--- src/verilog/adcs_pkg.sv ---
`default_nettype none
package adcs_pkg;
   // ==========================================================
   // Command opcodes
   localparam logic [7:0] CMD_RESET     = 8'h06;
   localparam logic [7:0] CMD_START     = 8'h08;
   localparam logic [7:0] CMD_POWERDOWN = 8'h02;
   localparam logic [3:0] WRITE_CONFIG_CMD_NIB = 4'h4;
   localparam logic [3:0] READ_CONFIG_CMD_NIB  = 4'h2;

   // ==========================================================
   // Configuration layout
   localparam int         NUM_CFG      = 4;
   localparam logic [7:0] CFG_RESET    = 8'h00;
   localparam int         SEL_MSB      = 7;
   localparam int         SEL_LSB      = 4;
   localparam logic [3:0] SEL_SHORT    = 4'hE;
   localparam int         GAIN_MSB     = 3;
   localparam int         GAIN_LSB     = 1;
   localparam int         RATE_MSB     = 7;
   localparam int         RATE_LSB     = 5;
   localparam int         CONT_BIT     = 2;
   localparam int         TEMP_BIT     = 1;

   // ==========================================================
   // Data path
   localparam int         WORD_W       = 16;
   localparam int         FIFO_DEPTH   = 8;
   localparam logic [4:0] READ_EDGES   = 5'h10;
   localparam logic [2:0] LAST_BIT     = 3'h7;

   // ==========================================================
   // Timing
   localparam int CLK_PERIOD_NS    = 10;
   localparam int RESET_WAIT_NS    = 50000;
   localparam int POWERUP_WAIT_NS  = 50000;
   localparam int RESET_EXTRA_CLKS = 32;
   localparam int RESET_WAIT_CYC   = (RESET_WAIT_NS + CLK_PERIOD_NS - 1) / CLK_PERIOD_NS;
   localparam int POWERUP_WAIT_CYC = (POWERUP_WAIT_NS + CLK_PERIOD_NS - 1) / CLK_PERIOD_NS;
   localparam int CONV_CLK_NS      = 244;

   // ==========================================================
   // Serial command states
   typedef enum logic [2:0] {
      ST_CMD   = 3'b001,
      ST_WRITE = 3'b010,
      ST_READ  = 3'b100
   } adcs_ser_st_t;
endpackage
`default_nettype wire

--- src/verilog/adcs_fifo.sv ---
`timescale 1ns/1ps
`default_nettype none
module adcs_fifo #(
   parameter int W = adcs_pkg::WORD_W,
   parameter int D = adcs_pkg::FIFO_DEPTH
) (
   input  wire logic         clk_in,
   input  wire logic         rst_b_in,
   input  wire logic         flush_in,
   input  wire logic         in_valid_in,
   output logic              in_ready_out,
   input  wire logic [W-1:0] in_data_in,
   output logic              out_valid_out,
   input  wire logic         out_ready_in,
   output logic [W-1:0]      out_data_out
);
   import adcs_pkg::*;
   localparam int AW = $clog2(D);

   typedef struct packed {
      logic [D-1:0][W-1:0] mem;
      logic [AW:0]         wr;
      logic [AW:0]         rd;
   } adcs_fifo_st_t;

   adcs_fifo_st_t q;
   adcs_fifo_st_t d;
   logic          full;
   logic          empty;

   // ==========================================================
   // Pointers carry one extra bit so full and empty differ.
   always_comb begin
      d = q;
      empty = (q.wr == q.rd);
      full = (q.wr[AW] != q.rd[AW]) && (q.wr[AW-1:0] == q.rd[AW-1:0]);
      if (flush_in) begin
         d.wr = '0;
         d.rd = '0;
      end else begin
         if (in_valid_in && !full) begin
            d.mem[q.wr[AW-1:0]] = in_data_in;
            d.wr = q.wr + 1'b1;
         end
         if (out_ready_in && !empty) begin
            d.rd = q.rd + 1'b1;
         end
      end
   end

   always_ff @(posedge clk_in or negedge rst_b_in) begin
      if (!rst_b_in) begin
         q <= '0;
      end else begin
         q <= d;
      end
   end

   // Flush stays out of the handshake outputs so that they depend on state only
   // and cannot loop back through the caller's logic; the caller gates them.
   assign in_ready_out = !full;
   assign out_valid_out = !empty;
   assign out_data_out = q.mem[q.rd[AW-1:0]];
endmodule
`default_nettype wire

--- src/verilog/adcs_sequencer.sv ---
// Summary of operation
// - Serial link is mode 1: clock idles low, launch rising, sample falling.
// - Reset opcode restores defaults; host waits 50 us plus 32 converter clocks.
// - Write opcode followed by configuration bytes loads the configuration registers.
// - Read opcode shifts the configuration registers it selects back out, starting from its start register.
// - Start opcode begins conversions, repeating them in continuous mode.
// - Chip select high returns the serial logic to idle, dropping partial commands.
// - Active-low data ready falls when a new result is available.
// - Host reads a result with sixteen rising clock edges under chip select.
// - Power-down opcode stops conversions and enters the low-power state.
// - Input select code 1110 shorts both converter inputs to mid-supply.
// - Temperature sensor select bit set switches conversion to the on-chip sensor.
// - Writing 04h to register 01h selects 20 SPS, normal, continuous.
`timescale 1ns/1ps
`default_nettype none
module adcs_sequencer #(
   parameter int unsigned PWRUP_CYC = adcs_pkg::POWERUP_WAIT_CYC,
   parameter int unsigned RECOV_CYC = adcs_pkg::RESET_WAIT_CYC
                                    + adcs_pkg::RESET_EXTRA_CLKS
                                    * ((adcs_pkg::CONV_CLK_NS + adcs_pkg::CLK_PERIOD_NS - 1)
                                    / adcs_pkg::CLK_PERIOD_NS)
) (
   input  wire logic                      clk_in,
   input  wire logic                      rst_b_in,
   input  wire logic                      sclk_in,
   input  wire logic                      cs_n_in,
   input  wire logic                      din_in,
   output logic                           data_out_ready_pin_out,
   output logic                           data_out_ready_pin_oe_out,
   output logic                           data_ready_n_out,
   output logic                           conv_start_out,
   input  wire logic                      result_valid_in,
   input  wire logic [adcs_pkg::WORD_W-1:0] result_data_in,
   output logic                           result_ready_out,
   output logic [3:0]                     input_select_field_out,
   output logic [2:0]                     gain_field_out,
   output logic [2:0]                     sample_rate_field_out,
   output logic                           continuous_out,
   output logic                           temp_sensor_select_out,
   output logic                           inputs_shorted_out,
   output logic [7:0]                     filter_ctrl_out,
   output logic [7:0]                     current_ctrl_out,
   output logic                           powered_down_out,
   output logic                           converting_out,
   output logic                           recovering_out
);
   import adcs_pkg::*;

   typedef struct packed {
      logic [2:0]                sclk_s;
      logic [2:0]                csn_s;
      logic [2:0]                din_s;
      logic                      sclk_f;
      logic                      csn_f;
      adcs_ser_st_t              sst;
      logic [2:0]                bit_cnt;
      logic [6:0]                rx;
      logic [4:0]                rise_cnt;
      logic [31:0]               tx;
      logic                      dout;
      logic                      oe;
      logic [1:0]                ptr;
      logic [1:0]                remain;
      logic [NUM_CFG-1:0][7:0]   cfg;
      logic [WORD_W-1:0]         hold;
      logic                      have_word;
      logic                      word_loaded;
      logic                      data_ready_n_n;
      logic                      run;
      logic                      pd;
      logic                      busy;
      logic                      start_p;
      logic [15:0]               rec_cnt;
   } adcs_seq_st_t;

   adcs_seq_st_t      q;
   adcs_seq_st_t      d;
   logic              sclk_rise;
   logic              sclk_fall;
   logic              cs_rise;
   logic              cs_fall;
   logic              byte_done;
   logic [7:0]        rx_byte;
   logic [31:0]       cfg_word;
   logic              fifo_in_ready;
   logic              fifo_out_valid;
   logic              fifo_out_ready;
   logic              fifo_flush;
   logic [WORD_W-1:0] fifo_data;

   // A pin change counts only once the second and third stages agree.
   function automatic logic changed(input logic [2:0] s, input logic f);
      changed = (s[1] == s[2]) && (s[2] != f);
   endfunction

   // ==========================================================
   // Result buffer between converter and serial readout
   adcs_fifo #(
      .W (WORD_W),
      .D (FIFO_DEPTH)
   ) u_fifo (
      .clk_in        (clk_in),
      .rst_b_in      (rst_b_in),
      .flush_in      (fifo_flush),
      .in_valid_in   (result_valid_in),
      .in_ready_out  (fifo_in_ready),
      .in_data_in    (result_data_in),
      .out_valid_out (fifo_out_valid),
      .out_ready_in  (fifo_out_ready),
      .out_data_out  (fifo_data)
   );

   // ==========================================================
   // Next-state logic
   always_comb begin
      d = q;
      d.sclk_s = {q.sclk_s[1:0], sclk_in};
      d.csn_s = {q.csn_s[1:0], cs_n_in};
      d.din_s = {q.din_s[1:0], din_in};
      sclk_rise = changed(q.sclk_s, q.sclk_f) && q.sclk_s[2];
      sclk_fall = changed(q.sclk_s, q.sclk_f) && !q.sclk_s[2];
      cs_rise = changed(q.csn_s, q.csn_f) && q.csn_s[2];
      cs_fall = changed(q.csn_s, q.csn_f) && !q.csn_s[2];
      if (changed(q.sclk_s, q.sclk_f)) begin
         d.sclk_f = q.sclk_s[2];
      end
      if (changed(q.csn_s, q.csn_f)) begin
         d.csn_f = q.csn_s[2];
      end
      rx_byte = {q.rx, q.din_s[2]};
      byte_done = sclk_fall && !q.csn_f && (q.bit_cnt == LAST_BIT);
      cfg_word = {q.cfg[0], q.cfg[1], q.cfg[2], q.cfg[3]};
      fifo_out_ready = !q.have_word;
      fifo_flush = byte_done && !cs_rise && (q.sst == ST_CMD) && (rx_byte == CMD_RESET);
      d.start_p = 1'b0;
      if (q.rec_cnt != 16'h0000) begin
         d.rec_cnt = q.rec_cnt - 16'h0001;
      end
      // Result accepted by the buffer ends the running conversion.
      if (result_valid_in && fifo_in_ready && !fifo_flush) begin
         d.busy = 1'b0;
      end
      // Starting waits for buffer room, so a slow reader stalls the converter.
      if (q.run && !q.busy && !q.start_p && (q.rec_cnt == 16'h0000)
          && fifo_in_ready && !fifo_flush) begin
         d.start_p = 1'b1;
         d.busy = 1'b1;
         d.run = q.cfg[1][CONT_BIT];
      end
      if (fifo_out_valid && !q.have_word && !fifo_flush) begin
         d.hold = fifo_data;
         d.have_word = 1'b1;
         d.data_ready_n_n = 1'b0;
      end
      if (cs_fall) begin
         d.bit_cnt = 3'h0;
         d.rise_cnt = 5'h00;
         d.word_loaded = q.have_word;
         d.tx = q.have_word ? {q.hold, 16'h0000} : 32'h0000_0000;
         d.oe = 1'b1;
      end else if (cs_rise) begin
         d.sst = ST_CMD;
         d.bit_cnt = 3'h0;
         d.rise_cnt = 5'h00;
         d.word_loaded = 1'b0;
         d.oe = 1'b0;
      end else if (!q.csn_f) begin
         if (sclk_rise) begin
            d.dout = q.tx[31];
            d.tx = {q.tx[30:0], 1'b0};
            if (q.rise_cnt != READ_EDGES) begin
               d.rise_cnt = q.rise_cnt + 5'h01;
            end
            if (q.word_loaded && (q.rise_cnt == READ_EDGES - 5'h01)) begin
               d.have_word = 1'b0;
               d.word_loaded = 1'b0;
               d.data_ready_n_n = 1'b1;
            end
         end
         if (sclk_fall) begin
            d.rx = rx_byte[6:0];
            d.bit_cnt = q.bit_cnt + 3'h1;
         end
         if (byte_done) begin
            unique case (q.sst)
               ST_CMD: begin
                  if (rx_byte == CMD_RESET) begin
                     for (int i = 0; i < NUM_CFG; i++) begin
                        d.cfg[i] = CFG_RESET;
                     end
                     d.run = 1'b0;
                     d.pd = 1'b0;
                     d.rec_cnt = 16'(RECOV_CYC);
                     d.have_word = 1'b0;
                     d.word_loaded = 1'b0;
                     d.data_ready_n_n = 1'b1;
                  end else if (rx_byte[7:4] == WRITE_CONFIG_CMD_NIB) begin
                     d.ptr = rx_byte[3:2];
                     d.remain = rx_byte[1:0];
                     d.sst = ST_WRITE;
                  end else if (rx_byte[7:4] == READ_CONFIG_CMD_NIB) begin
                     d.tx = cfg_word << {rx_byte[3:2], 3'b000};
                     d.remain = rx_byte[1:0];
                     d.sst = ST_READ;
                  end else if (rx_byte == CMD_START) begin
                     d.run = 1'b1;
                     d.pd = 1'b0;
                  end else if (rx_byte == CMD_POWERDOWN) begin
                     d.run = 1'b0;
                     d.pd = 1'b1;
                  end
               end
               ST_WRITE: begin
                  d.cfg[q.ptr] = rx_byte;
                  d.ptr = q.ptr + 2'h1;
                  d.remain = q.remain - 2'h1;
                  if (q.remain == 2'h0) begin
                     d.sst = ST_CMD;
                  end
               end
               ST_READ: begin
                  d.remain = q.remain - 2'h1;
                  if (q.remain == 2'h0) begin
                     d.sst = ST_CMD;
                  end
               end
            endcase
         end
      end
      // With chip select low and before the first clock rise, the shared pin mirrors data ready.
      if (!d.csn_f && (d.rise_cnt == 5'h00)) begin
         d.dout = d.data_ready_n_n;
      end
   end

   always_ff @(posedge clk_in or negedge rst_b_in) begin
      if (!rst_b_in) begin
         q <= '0;
         q.csn_s <= 3'b111;
         q.csn_f <= 1'b1;
         q.sst <= ST_CMD;
         q.data_ready_n_n <= 1'b1;
         q.dout <= 1'b1;
         q.rec_cnt <= 16'(PWRUP_CYC);
      end else begin
         q <= d;
      end
   end

   // ==========================================================
   // Outputs
   assign data_out_ready_pin_out = q.dout;
   assign data_out_ready_pin_oe_out = q.oe;
   assign data_ready_n_out = q.data_ready_n_n;
   assign conv_start_out = q.start_p;
   assign result_ready_out = fifo_in_ready && !fifo_flush;
   assign input_select_field_out = q.cfg[0][SEL_MSB:SEL_LSB];
   assign gain_field_out = q.cfg[0][GAIN_MSB:GAIN_LSB];
   assign sample_rate_field_out = q.cfg[1][RATE_MSB:RATE_LSB];
   assign continuous_out = q.cfg[1][CONT_BIT];
   assign temp_sensor_select_out = q.cfg[1][TEMP_BIT];
   assign inputs_shorted_out = (q.cfg[0][SEL_MSB:SEL_LSB] == SEL_SHORT);
   assign filter_ctrl_out = q.cfg[2];
   assign current_ctrl_out = q.cfg[3];
   assign powered_down_out = q.pd;
   assign converting_out = q.busy;
   assign recovering_out = (q.rec_cnt != 16'h0000);
endmodule
`default_nettype wire

--- config.mk ---
export PLATFORM = sky130hd
export DESIGN_NAME = adcs_sequencer
export DESIGN_NICKNAME = d
export VERILOG_FILES = /design/src/verilog/adcs_pkg.sv /design/src/verilog/adcs_fifo.sv /design/src/verilog/adcs_sequencer.sv
export SDC_FILE = /design/constraint.sdc
export NUM_CORES = 1
export LEC_CHECK = 0
export ABC_AREA = 1
export BUFFER_PORTS_ARGS = -buffer_cell sky130_fd_sc_hd__buf_2
export CAP_MARGIN = 0
export CORE_UTILIZATION = 60
export CTS_BUF_LIST = sky130_fd_sc_hd__clkbuf_4 sky130_fd_sc_hd__clkbuf_8 sky130_fd_sc_hd__clkbuf_16
export DETAILED_ROUTE_END_ITERATION = 10
export PLACE_DENSITY_LB_ADDON = 0.3
export SLEW_MARGIN = 20
export SYNTH_ARGS = -nofsm -noshare
export SYNTH_HDL_FRONTEND = slang
export SYNTH_SLANG_ARGS = --single-unit
export TNS_END_PERCENT = 5
--- constraint.sdc ---
create_clock -name clk_in -period 5.48 [get_ports clk_in]
set_input_delay 0.274 -clock clk_in [delete_from_list [all_inputs] [get_ports clk_in]]
set_output_delay 0.274 -clock clk_in [all_outputs]
set_load 0.1 [all_outputs]
Word-level counts from Yosys, hierarchy flattened. Index checks and enable logic that the tools add are counted.

$add $sub $neg: 7. Magnitude comparators: 5. Equality and inequality tests: 35. Shift-type cells: 1. Mux-type cells: 74. Bitwise gates (word level): 4. Reductions and logical operators: 61.

Operator list (number): 32-bit two-way mux (7); 16-bit two-way mux (9); 128-bit bitwise mux (1); 32-bit case mux with 2 select lines (1); 51-bit two-way mux (1); 16-bit binary-select mux with 3-bit select (1); 16-bit demux with 3-bit select (1); 38-bit two-way mux (1); 37-bit two-way mux (1); 3-bit two-way mux (11); 33-bit two-way mux (1); 32-bit bitwise mux (1); 32-bit by 5-bit left shift with 32-bit output (1); 1-bit logical AND (26); 5-bit two-way mux (5); 2-bit two-way mux (9); 6-bit AND reduction (3); 8-bit demux with 2-bit select (1); 16-bit logical NOT (1); 8-bit two-way mux (2); 2-bit by 1-bit != test with 1-bit output (second input constant) (8); 16-bit nonzero test (1); 16-bit by 1-bit subtractor with 16-bit output (second input constant) (1); 2-bit nonzero test (7); 44 further kinds (86).

Bits in registers: 274. Bits of input ports: 22. Output and inout port bits: 37. Word-level logic and storage cells: 224.

Logic depth before layout (Yosys ltp).
Depth after elaboration: 22. Depth in mapped cells: 12. Gate-level depth less buffers: 11.

Cells and area by module. A second synthesis with hierarchy kept.

Cell total of the unflattened synthesis: 1876. Area, all modules: 14418.8 um2.

By module, submodules not included: adcs_sequencer (times used 1, cells each 998, area each 7661.1 um2, sequential area each 3468.3 um2); adcs_fifo (times used 1, cells each 878, area each 6757.7 um2, sequential area each 3403.3 um2).

Worst setup path after synthesis. Ideal clock, no wire load.

Path kind: flip-flop to output port. Start: register q, in the netlist input_select_field_out[0]. End: output port inputs_shorted_out. Arrival time: 2466 ps. Data required time: 5206 ps. Slack: 2740 ps. Cell stages (with the launch flop): 2. Buffers on the path: 0. Path through: dfrtp_1 -> nor3_1.

Longest elaborated chain between the ends: 1.

RTL lines: start, declared (RTL line adcs_sequencer.sv:76) `adcs_seq_st_t q;`; 4-bit == test (RTL line adcs_sequencer.sv:262) `assign inputs_shorted_out = (q.cfg[0][SEL_MSB:SEL_LSB] == SEL_SHORT);`; end, declared (RTL line adcs_sequencer.sv:40) `output logic inputs_shorted_out,`.

Every way passes these cells.

Worst setup path in the final report.
Start: register q[121] (netlist bit). End: register q[101] (netlist bit).

Longest elaborated chain between the ends: 6.

RTL lines: 3-bit == test (RTL line adcs_sequencer.sv:131) `byte_done = sclk_fall && !q.csn_f && (q.bit_cnt == LAST_BIT);`; 1-bit logical AND (RTL line adcs_sequencer.sv:131); 32-bit two-way mux (RTL line adcs_sequencer.sv:184) `if (byte_done) begin`; 51-bit two-way mux (RTL line adcs_sequencer.sv:167) `end else if (!q.csn_f) begin`; 33-bit two-way mux (RTL line adcs_sequencer.sv:161) `end else if (cs_rise) begin`; 37-bit two-way mux (RTL line adcs_sequencer.sv:155) `if (cs_fall) begin`.

Every way passes these cells. The select of a mux whose other input is x is not followed. A chain may end at the register's enable or synchronous reset.

==> results.toml <==
[worst_setup_path]
slowest_stage = "nand2_1"
crit_arrival_ns = 3.78
slowest_delay_ns = 0.81
crit_path_start_kind = "flop"
critPathTopFamily = "simple AND/OR/NAND/NOR gates"
worstSetupEndpointType = "flop"
cp.buffers_inverters = 2
cp_max_fo = 32
required_ns = 5.95
crit_type = "reg -> reg"
crit_chain = "ha_1 -> ha_1 -> nand3_1 -> inv_1 -> nand2_1 -> inv_1 -> o21ai_0 -> nand3_1 -> a21oi_1"

[clock_tree]
clkLatencyLatePin_ns = 0.55
cts_buffers = 29
root_buffer = "clkbuf_16"
cts_buffer_depth = 3
cts-resized-gates = 0
cts_setup_buffers = 0
htree_levels = 1
clkSinkCount = 274
cts_tree = "done"
clk_pin_slew_ns = 0.06
ctsHoldBuffers = 20

[synthesis]
synth_cell_types = 47
synth_ff_type = "dfrtp_1"
async_flop_share_pct = 100
yosys_warnings = 0
syn_inst = 1708
syn_nets = 1744
syn_area_per_cell_sq_um = 8.14
ys_ff_latch = 274
syn-cell-area_sq_um = 13900
synth_edf_count = 0
synth-seq-area-share_pct = 49.4

[timing]
setup_tns_ns = 0
rsz0062_at_grt = "false"
hold_viol_final = 0
maxSlewViolCount = 0
final.min_clock_period_ns = 3.31
finalWorstSetupSlack_ns = 2.17
max_freq_mhz = 302
whs_ns = 0.108
fin_skew_ns = 0.0112
finalSetupViolCount = 0
worst_slew_pin_slew_ns = 1.09
fin_crit_sh_pct = 60.4
max-slew-margin-rel_pct = 27.5

[die]
io_pins = 59
core-area_sq_um = 22700
initial_core_util_pct = 61.2
core.rowCount = 55
die-height_microns = 154
die_area_sq_um = 23800
chipWidth_microns = 154

[placement]
preCtsSetupSlack_ns = 2.26
io_buffers = 58
placed_area_sq_um = 13900
routabilityCongestion = 0.957
dp_hpwl_microns = 22300

[drt]
totalWireLength_microns = 34900
drt_iter0_markers = 1123
avgViaCountPerCell = 5.87
num_vias = 11800
drc = 0
dr.pass1.iters = 5
ant_nets = 0
wl_per_cell_microns = 17.3

[layout]
post-route-cell-area_sq_um = 15100
syn_to_final_growth_pct = 8.80
nNetsFinal = 1744
layout-drive-gt1-share_pct = 10.4
layout_commonest_cell = "nand2_1"
diodes = 0
layout_common_cells = "nand2_1 (466), dfrtp_1 (262), o21ai_0 (140)"
n_fill_cell = 1845

[pwr]
ir_worst_vdd_mv = 0.440
powerDensity_nw_per_um2 = 468
p_leak_uw = 0.00738

[global_route]
antenna_found_initial = 0
grt_pass1_vias = 11300
grt.overflow.total = 0
grt_max_degree = 156
grt_use_total_pct = 30.1
grt_pass1_wl_microns = 57500

[hold_path]
hold_path_class = "in -> reg"

[outcome]
status = "finished, final reports clean"

[flow_run]
drv_cap = 0
-- metrics by stage --
stage	util, %	std cells	total power (uW)
floorplan	-	1708	4520
global placement	61.4	1941	4990
detailed placement	61.4	1941	5080
CTS	66.6	2013	7080
global route	66.6	2014	7500
finish	66.6	2014	7080
-- final cells by class --
class | instances | area [sq um] | share of cell area [%]
Timing Repair Buffer | 88 | 596 | 3.94
Multi-Input combinational cell | 1174 | 5800 | 38.3
Tap cell | 285 | 357 | 2.36
Clock inverter | 10 | 109 | 0.719
Inverter | 141 | 539 | 3.56
Clock buffer | 42 | 861 | 5.69
Sequential cell | 274 | 6870 | 45.4
-- cell families after synthesis --
kind of cell,count (synthesis),share of synthesized area [%]
multiplexers,1,0.0810
AO/OA/AOI/OAI,402,16.5
adder cells (fa/ha/maj),14,1.26
AND/OR/NAND/NOR,748,23.2
flip-flops,274,49.4
XOR/XNOR,9,0.567
buffers and inverters,260,8.96
-- power by group --
| part | switching, uW | internal, uW | total, uW |
|---|---|---|---|
| clock | 792 | 1180 | 1970 |
| sequential | 358 | 2600 | 2950 |
| combinational | 1440 | 712 | 2160 |
-- sequential cells by signal, summed over array words and instances (netlist names) --
signal                     cells
u_fifo.q                     136
q                             94
current_ctrl_out               8
filter_ctrl_out                8
d                              6
cfg_word                       4
input_select_field_out         4
gain_field_out                 3
sample_rate_field_out          3
continuous_out                 1
conv_start_out                 1
converting_out                 1
data_out_ready_pin_oe_out      1
data_out_ready_pin_out         1
data_ready_n_out               1
powered_down_out               1
temp_sensor_select_out         1
-- worst register-to-register path: stages (launching register included) --
cell	delay, ns
dfrtp_1	0.39
ha_1	0.21
ha_1	0.18
nand3_1	0.17
inv_1	0.13
nand2_1	0.81
inv_1	0.76
o21ai_0	0.33
nand3_1	0.11
a21oi_1	0.16
-- path summary, 6_finish.rpt --
path | to | startpoint | slack (ns) | depth (start not counted)
setup / recovery | q[101] | q[121] | 2.17 | 9
setup reg to reg | q[101] | q[121] | 2.17 | 9
max in group asynchronous | u_fifo.q[97] | rst_b_in | 3.81 | 3
min in group asynchronous | q[74] | rst_b_in | 0.35 | 2
hold reg to reg | d[131] | d[130] | 0.35 | 0
hold / removal | u_fifo.q[4] | result_valid_in | 0.11 | 4
-- cell usage after synthesis, types with 7 or more instances --
cell | n | area share (%)
a211oi_1 | 10 | 0.54
a21oi_1 | 44 | 1.6
a31oi_1 | 8 | 0.36
buf_1 | 10 | 0.27
buf_2 | 13 | 0.47
buf_4 | 39 | 2.1
buf_6 | 13 | 1.1
clkbuf_1 | 44 | 1.2
dfrtp_1 | 262 | 47
dfstp_2 | 12 | 2.3
ha_1 | 14 | 1.3
inv_1 | 127 | 3.4
inv_2 | 8 | 0.22
nand2_1 | 466 | 13
nand2_4 | 9 | 0.73
nand3_1 | 83 | 3.0
nand4_1 | 37 | 1.7
nor2_1 | 113 | 3.0
nor3_1 | 19 | 0.68
o211ai_1 | 19 | 1.0
o21ai_0 | 140 | 5.0
o21ai_1 | 110 | 4.0
o221ai_1 | 16 | 1.0
o22ai_1 | 38 | 1.7
xor2_1 | 7 | 0.44
-- routing by layer --
metal | vias up | global-route usage [%] | wire length, microns
met2 | 471 | 50.7 | 17000
met3 | 79 | 3.61 | 2270
met1 | 5614 | 40.3 | 14700
li1 | 5667 | - | -
met4 | 0 | 10.7 | 972
met5 | - | 0 | 0
No activity file was read; power rests on OpenSTA's default activity.
